<file path="src/rtl/fbg_pkg.sv">
package fbg_pkg;

    localparam int NUM_CHANNELS = 2;

    // Register offsets on the plain register port
    localparam logic [3:0] OFS_DIV_LOW   = 4'h0;
    localparam logic [3:0] OFS_DIV_HIGH  = 4'h1;
    localparam logic [3:0] OFS_DIV_FRAC  = 4'h2;
    localparam logic [3:0] OFS_MODEM_CTL = 4'h3;
    localparam logic [3:0] OFS_STATUS    = 4'h4;

    // Channel select is the address bit above the register offset
    localparam int ADDR_W   = 5;
    localparam int CH_BIT   = 4;

    // Reset values
    localparam logic [7:0] RST_DIV_LOW   = 8'h01;
    localparam logic [7:0] RST_DIV_HIGH  = 8'h00;
    localparam logic [7:0] RST_DIV_FRAC  = 8'h00;
    localparam logic [7:0] RST_MODEM_CTL = 8'h00;

    // Field positions
    localparam int FRAC_LSB     = 0;
    localparam int FRAC_W       = 4;
    localparam int SAMP_LSB     = 4;
    localparam int SAMP_W       = 2;
    localparam int PRESCALE_BIT = 7;

    // Prescaler and fraction step figures
    localparam int PRESCALE_DIV = 4;
    localparam int FRAC_STEPS   = 16;

    typedef enum logic [1:0] {
        FBG_SAMP_16X = 2'b00,
        FBG_SAMP_8X  = 2'b01,
        FBG_SAMP_4X  = 2'b10,
        FBG_SAMP_RSV = 2'b11
    } fbg_samp_t;

    typedef struct packed {
        logic [15:0] int_div;
        logic [3:0]  frac_div;
        fbg_samp_t   samp_mode;
        logic        prescale4;
    } fbg_cfg_t;

    typedef struct packed {
        logic sample_tick;
        logic bit_tick;
    } fbg_tick_t;

endpackage

</file>
<file path="src/rtl/fbg_top.sv">
// Contract
// - Modem control bit 7 divides the oscillator by 4 when set, else by 1.
// - The divisor runs from 1 to just under 65536 in sixteenth steps.
// - The divided output is the sample tick that paces shifting and sampling.
// - Reset sets divisor low 0x01, high 0x00, fraction 0x00: a divisor of one.
// - The two bytes form the integer divisor; the fraction register the rest.
// - The low four fraction bits give zero up to fifteen sixteenths.
// - Fraction register bits 5:4 pick 16X for 00, 8X for 01 and 4X for 10.
// - Bit rate is clock over prescaler over divisor over oversampling ratio.
// - At 8X with an odd fraction a bit period may jitter by one prescaled clock.
// - Each channel has its own generator and prescaler on the shared clock.
// - Register accesses complete without the oscillator enable running.
// - One bit period spans 16, 8 or 4 sample ticks by the selected ratio.
`timescale 1ns/10ps
module fbg_top
    import fbg_pkg::*;
#(
    parameter int CHANNELS = NUM_CHANNELS
)
(
    input  wire logic                      SYS_CLK,
    input  wire logic                      RST,
    input  wire logic                      OSC_EN,
    input  wire logic [ADDR_W-1:0]         ADDR,
    input  wire logic [7:0]                WDATA,
    input  wire logic                      WR,
    input  wire logic                      RD,
    output logic [7:0]                     RDATA,
    output fbg_pkg::fbg_tick_t [CHANNELS-1:0] TICK
);
    import fbg_pkg::*;

    // One address bit selects the channel, so only two channels fit
    if (CHANNELS != NUM_CHANNELS) begin : gen_bad_channels
        $error("CHANNELS must match the channel select width");
    end

    logic [7:0] div_low_reg  [CHANNELS];
    logic [7:0] div_high_reg [CHANNELS];
    logic [7:0] div_frac_reg [CHANNELS];
    logic [7:0] modem_reg    [CHANNELS];
    logic [7:0] rdata_reg;
    logic [7:0] rdata_next;
    logic [7:0] stat_seen_reg [CHANNELS];

    wire        ch_sel;
    wire [3:0]  ofs;
    wire [7:0]  rd_mux;

    assign ch_sel = ADDR[CH_BIT];
    assign ofs    = ADDR[3:0];

    genvar g;
    generate
        for (g = 0; g < CHANNELS; g++) begin : gen_ch
            fbg_cfg_t cfg;
            wire      sel;
            assign sel = (ch_sel == 1'(g));
            assign cfg.int_div   = {div_high_reg[g], div_low_reg[g]};
            assign cfg.frac_div  = div_frac_reg[g][FRAC_LSB +: FRAC_W];
            assign cfg.samp_mode =
                fbg_samp_t'(div_frac_reg[g][SAMP_LSB +: SAMP_W]);
            assign cfg.prescale4 = modem_reg[g][PRESCALE_BIT];

            // Bus logic runs on SYS_CLK alone; OSC_EN gates only the generator
            always_ff @(posedge SYS_CLK) begin
                if (RST) begin
                    div_low_reg[g]  <= RST_DIV_LOW;
                    div_high_reg[g] <= RST_DIV_HIGH;
                    div_frac_reg[g] <= RST_DIV_FRAC;
                    modem_reg[g]    <= RST_MODEM_CTL;
                end else if (WR && sel) begin
                    if (ofs == OFS_DIV_LOW) begin
                        div_low_reg[g] <= WDATA;
                    end
                    if (ofs == OFS_DIV_HIGH) begin
                        div_high_reg[g] <= WDATA;
                    end
                    if (ofs == OFS_DIV_FRAC) begin
                        div_frac_reg[g] <= {2'b00, WDATA[5:0]};
                    end
                    if (ofs == OFS_MODEM_CTL) begin
                        modem_reg[g] <= WDATA;
                    end
                end
            end

            // Sticky tick-seen flags; set wins over the clear from a read
            always_ff @(posedge SYS_CLK) begin
                if (RST) begin
                    stat_seen_reg[g] <= 8'h00;
                end else begin
                    stat_seen_reg[g] <= {6'h00,
                        TICK[g].bit_tick ||
                            (stat_seen_reg[g][1] &&
                             !(RD && sel && ofs == OFS_STATUS)),
                        TICK[g].sample_tick ||
                            (stat_seen_reg[g][0] &&
                             !(RD && sel && ofs == OFS_STATUS))};
                end
            end

            fbg_channel u_chan (
                .clk    (SYS_CLK),
                .rst    (RST),
                .osc_en (OSC_EN),
                .cfg    (cfg),
                .tick   (TICK[g])
            );
        end
    endgenerate

    assign rd_mux = (ofs == OFS_DIV_LOW)   ? div_low_reg[ch_sel]  :
                    (ofs == OFS_DIV_HIGH)  ? div_high_reg[ch_sel] :
                    (ofs == OFS_DIV_FRAC)  ? div_frac_reg[ch_sel] :
                    (ofs == OFS_MODEM_CTL) ? modem_reg[ch_sel]    :
                    (ofs == OFS_STATUS)    ? stat_seen_reg[ch_sel] :
                    8'h00;
    assign rdata_next = RD ? rd_mux : 8'h00;

    always_ff @(posedge SYS_CLK) begin
        if (RST) begin
            rdata_reg <= 8'h00;
        end else begin
            rdata_reg <= rdata_next;
        end
    end

    assign RDATA = rdata_reg;
endmodule

</file>
<file path="src/rtl/fbg_channel.sv">
`timescale 1ns/10ps
module fbg_channel
    import fbg_pkg::*;
(
    input  wire logic           clk,
    input  wire logic           rst,
    input  wire logic           osc_en,
    input  fbg_pkg::fbg_cfg_t   cfg,
    output fbg_pkg::fbg_tick_t  tick
);
    logic [1:0]  pre_cnt_reg;
    logic [1:0]  pre_cnt_next;
    logic [15:0] div_cnt_reg;
    logic [15:0] div_cnt_next;
    logic [3:0]  phase_reg;
    logic [3:0]  phase_next;
    logic [3:0]  bit_cnt_reg;
    logic [3:0]  bit_cnt_next;
    fbg_tick_t   tick_reg;
    fbg_tick_t   tick_next;

    wire         pre_last;
    wire         pre_tick;
    wire         stretch;
    wire [15:0]  period_top;
    wire         div_wrap;
    wire [3:0]   bit_last;
    wire         bit_wrap;

    assign pre_last     = !cfg.prescale4 ||
                          pre_cnt_reg == 2'(PRESCALE_DIV - 1);
    assign pre_tick     = osc_en && pre_last;
    assign pre_cnt_next = !osc_en ? pre_cnt_reg :
                          pre_last ? 2'h0 : pre_cnt_reg + 2'h1;

    // Bit-reversed phase spreads the extra cycles over sixteen ticks
    assign stretch    = ({phase_reg[0], phase_reg[1], phase_reg[2], phase_reg[3]}
                         < cfg.frac_div);
    assign period_top = (cfg.int_div == 16'h0000) ? 16'h0000 :
                        stretch ? cfg.int_div :
                        cfg.int_div - 16'h0001;
    assign div_wrap   = pre_tick && (div_cnt_reg >= period_top);
    assign div_cnt_next = !pre_tick ? div_cnt_reg :
                          div_wrap ? 16'h0000 : div_cnt_reg + 16'h0001;
    assign phase_next = div_wrap ? phase_reg + 4'h1 : phase_reg;

    assign bit_last = (cfg.samp_mode == FBG_SAMP_8X) ? 4'h7 :
                      (cfg.samp_mode == FBG_SAMP_4X) ? 4'h3 :
                      4'hf;
    assign bit_wrap = div_wrap && (bit_cnt_reg >= bit_last);
    assign bit_cnt_next = !div_wrap ? bit_cnt_reg :
                          bit_wrap ? 4'h0 : bit_cnt_reg + 4'h1;

    assign tick_next.sample_tick = div_wrap;
    assign tick_next.bit_tick    = bit_wrap;
    assign tick = tick_reg;

    always_ff @(posedge clk) begin
        if (rst) begin
            pre_cnt_reg <= 2'h0;
            div_cnt_reg <= 16'h0000;
            phase_reg   <= 4'h0;
            bit_cnt_reg <= 4'h0;
            tick_reg    <= '0;
        end else begin
            pre_cnt_reg <= pre_cnt_next;
            div_cnt_reg <= div_cnt_next;
            phase_reg   <= phase_next;
            bit_cnt_reg <= bit_cnt_next;
            tick_reg    <= tick_next;
        end
    end
endmodule

</file>
<file path="config.mk">
export PLATFORM = sky130hd
export DESIGN_NAME = fbg_top
export DESIGN_NICKNAME = d
export VERILOG_FILES = /design/src/rtl/fbg_pkg.sv /design/src/rtl/fbg_top.sv /design/src/rtl/fbg_channel.sv
export SDC_FILE = /design/constraint.sdc
export NUM_CORES = 1
export LEC_CHECK = 0
export BUFFER_PORTS_ARGS = -buffer_cell sky130_fd_sc_hd__buf_2
export CORE_MARGIN = 4
export CORE_UTILIZATION = 63
export DETAILED_ROUTE_END_ITERATION = 7
export GPL_TIMING_DRIVEN = 1
export HOLD_SLACK_MARGIN = 0.03
export PLACE_DENSITY = 0.81
export SYNTH_ARGS = -nofsm -noshare
export SYNTH_HDL_FRONTEND = slang
export SYNTH_HIERARCHICAL = 1
export SYNTH_SLANG_ARGS = --single-unit
</file>
<file path="constraint.sdc">
create_clock -name SYS_CLK -period 4.6 [get_ports SYS_CLK]
set_clock_uncertainty 0.15 [all_clocks]
set_input_delay 0.46 -clock SYS_CLK [delete_from_list [all_inputs] [get_ports SYS_CLK]]
set_output_delay 0.46 -clock SYS_CLK [all_outputs]
set_load 0.01 [all_outputs]
</file>
==> summary.md <==
| Metric | Value |
|---|---|
| CP Capture Type | `flop` |
| Initial antenna violation count | `0` |
| GRT overflow | `0` |
| Sequential share of power | `roughly 46%` |
| Area of the die | `14200 µm²` |
| Wirelength per Cell | `18.7 µm` |
| Worst skew pair latency | `0.43 ns` |
| Most common cell in the netlist | `dfxtp_1` |
| GPL Wtd Cong | `0.908` |
| Cells after Synth | `779` |
| Drt first pass iters | `6` |
| Vias in the first global route | `a little under 6000` |
| Largest register FFs | `32` |
| Crit Path Class | `reg2reg` |
| Final std cells w/o fill | `988` |
| Hold path depth | `2` |
| CTS sink cnt | `around 130` |
| Post-synth top area share | `23.2%` |
| Worst setup SP type | `flop` |
| Final Hold Fails | `0` |
| Layout area overhead | `10.7%` |
| Req. time, crit path | `4.76 ns` |
| Final #Nets | `881` |
| Static Leak | `3.42 nW` |
| Synth area leaders | `edfxtp_1 23%, dfxtp_1 18%, ha_1 9.0%` |
| End of the critical path | `gen_ch[0].u_chan/phase_reg[3]` |
| EDFF count, synth | `60` |
| Dpl cells | `956` |
| Critical Path Start | `div_low_reg[0][5]` |
| Power per cell area | `around 330 nW/µm²` |
| Largest net degree at the start of global routing | `36` |
| Post-CTS Hold Buffers | `0` |
| Maximum buffer depth of the clock tree | `2` |
| Total power | `2.79 mW` |
| I/O Buffers | `29` |
| DR vias/cell | `a little over 6` |
| Flop2flop setup slack | `0.25 ns` |
| Clk slew on worst S/H paths | `0.06 ns` |
| Area of the mapped netlist | `7760 µm²` |
| Run status | `complete, no violations` |
| Clock share of power | `about 47%` |
| Fmax | `230 MHz` |
| Vias post-DR | `around 6000` |
| Fin crit period | `approximately 4.3 ns` |
| CP arrival | `4.51 ns` |
| Syn nets | `about 850` |
| Crit Path Max Fanout | `13` |
| Reg2reg end | `gen_ch[0].u_chan/phase_reg[3]` |
| Total track usage | `27.1%` |
| Most used DFF post-synth | `dfxtp_1` |
| HP Class | `in2reg` |
| Combinational share of power | `under 10%` |
| Sw Ratio | `24.6%` |
| Dpl hpwl | `approximately 14000 µm` |
| Worst Tran Pin Value | `0.987 ns` |
| Core area | `12100 µm²` |
| Die width | `119 µm` |
| Initial Util | `64.4%` |
| # diodes | `0` |
| Fill count | `between 800 and 900` |
| Routed Antenna Nets | `0` |
| DRT Wirelength | `about 18000 µm` |
| Synth area leader | `edfxtp_1` |
| R2R cell count | `14` |
| Maximum vdd drop | `around 0.3 mV` |
| DRC errors left | `0` |
| CTS root buf | `clkbuf_16` |
| Final WS setup | `between 0.2 and 0.3 ns` |
| Post-synthesis sequential element count | `128` |
| Sw Pwr | `688 µW` |
| Final core occ | `71.3%` |
| RSZ-0062 raised after global routing | `no` |
| Max cap viols | `0` |
| Place WS | `roughly 0.20 ns` |
| Post-synthesis sequential area ratio | `40.7%` |
| Setup_tns | `0 ns` |
| H-tree Lvls | `4` |
| TritonCTS buffer count | `17` |
| First-pass GRT wire length | `30100 µm` |
| Fin crit share | `94.5%` |
| Row Count | `40` |
| Setup violators final | `0` |
| CTS tree | `done` |
| Max_slew headroom | `34.2%` |
| Asr flop ratio synth | `0%` |
| Vert. Die Dim | `119 µm` |
| Share of cells above drive strength 1 | `13.5%` |
| Fin. max-slew vios | `0` |
| Avg Cell Area, Syn | `9.97 µm²` |
| Boundary Pins | `30` |
| Cell variety after synth | `78` |
| Worst r2r src | `div_low_reg[0][5]` |
| Yosys warns | `6` |
| Initial DRC Count | `413` |
| Commonest cells post-synth | `68 x dfxtp_1, 66 x and2_1, 64 x nor2_1, 60 x edfxtp_1, 56 x ha_1` |
| Cell Int Power | `around 2.1 mW` |
[power by group through the flow]
stage          Sequential, mW  Clock, mW  Combinational (mW)
6_report                 1.27       1.31               0.213
5_1_grt                  1.28       1.39               0.237
4_1_cts                  1.27       1.32               0.209
3_5_place_dp             1.29          0               0.207
3_3_place_gp             1.29          0               0.201
2_1_floorplan            1.28          0               0.151
[what timing repair did]
item / in CTS / in global routing
resized for setup: 0 / 7
setup buffers: 0 / 0
setup endpoints to repair: 0 / 17
[final cells by class]
class | instances | area, µm² | share of cell area [%]
Multi-Input combinational cell | 589 | 4340 | 50.4
Sequential cell | 128 | 3160 | 36.8
Clock buffer | 18 | 429 | 4.99
Tap cell | 168 | 210 | 2.45
Timing Repair Buffer | 33 | 175 | 2.04
Inverter | 38 | 143 | 1.66
Clock inverter | 14 | 140 | 1.63
[layer usage]
layer  track usage [%]  share of wire (%)  up-vias  wire length [µm]
met5                 0                  0        -                 0
met4              10.9                2.8        0               511
met3              7.03                7.2       40              1340
met2              43.8                 48      254              8830
met1              34.7                 42     2840              7790
li1                  -                  -     2874                 -
[stage by stage]
stage | hold WS [ns] | instance area [µm²]
CTS | 0.246 | 8560
finish | 0.275 | 8600
global placement | 0.297 | 7990
detailed placement | 0.303 | 7990
global route | 0.247 | 8600
floorplan | 0.297 | 7760
[critical path, stage by stage, from the launching register on]
cell and delay (ns):
edfxtp_1 0.46, nor4_4 0.39, nand2_2 0.11, or4_4 0.48
or3_1 0.38, nor3_1 0.14, a21oi_1 0.06, ha_1 0.31
nand4_1 0.14, nor3_2 0.27, or4b_1 0.49, a31oi_1 0.21
buf_4 0.23, nand4_1 0.12, mux2_2 0.28
[how the worst min path moves through the flow]
stage	from	to	slack, ns
2_1_floorplan	gen_ch[1].u_chan/bit_cnt_reg[1]	gen_ch[1].u_chan/bit_cnt_reg[1]	0.30
3_3_place_gp	gen_ch[1].u_chan/tick[1]	stat_seen_reg[1][0]	0.30
3_5_place_dp	gen_ch[1].u_chan/tick[1]	stat_seen_reg[1][0]	0.30
4_1_cts	RD	RDATA[7]	0.25
5_1_grt	RD	RDATA[7]	0.25
6_report	WDATA[7]	modem_reg[1][7]	0.27
[cell families (layout without fill, tap and decap cells)]
family                     count (synthesis)  count (layout)  share of synthesized area, %
DFF                                      128             128                          40.7
buffers and inverters                     62             103                          3.87
and+or+nand+nor                          332             332                          24.2
muxes                                     51              51                          7.65
AOI/OAI and AO/OA                        108             108                          9.83
adders and majority gates                 56              56                          9.02
xor gates and xnor gates                  42              42                          4.74
[cells in the final DEF (no fill, tap or decap), drive strengths merged, types with 7 or more instances in the layout]
master,n
a21o,7
a21oi,40
and2,66
and3,12
buf,33
clkbuf,18
dfxtp,68
edfxtp,60
ha,56
inv,42
mux2,7
mux2i,38
nand2,46
nand2b,11
nand3,19
nand4,11
nor2,71
nor2b,8
nor3,43
nor4,10
o21ai,11
o21bai,7
or3,7
xnor2,27
xor2,15
No activity file was read; power rests on OpenSTA's default activity.
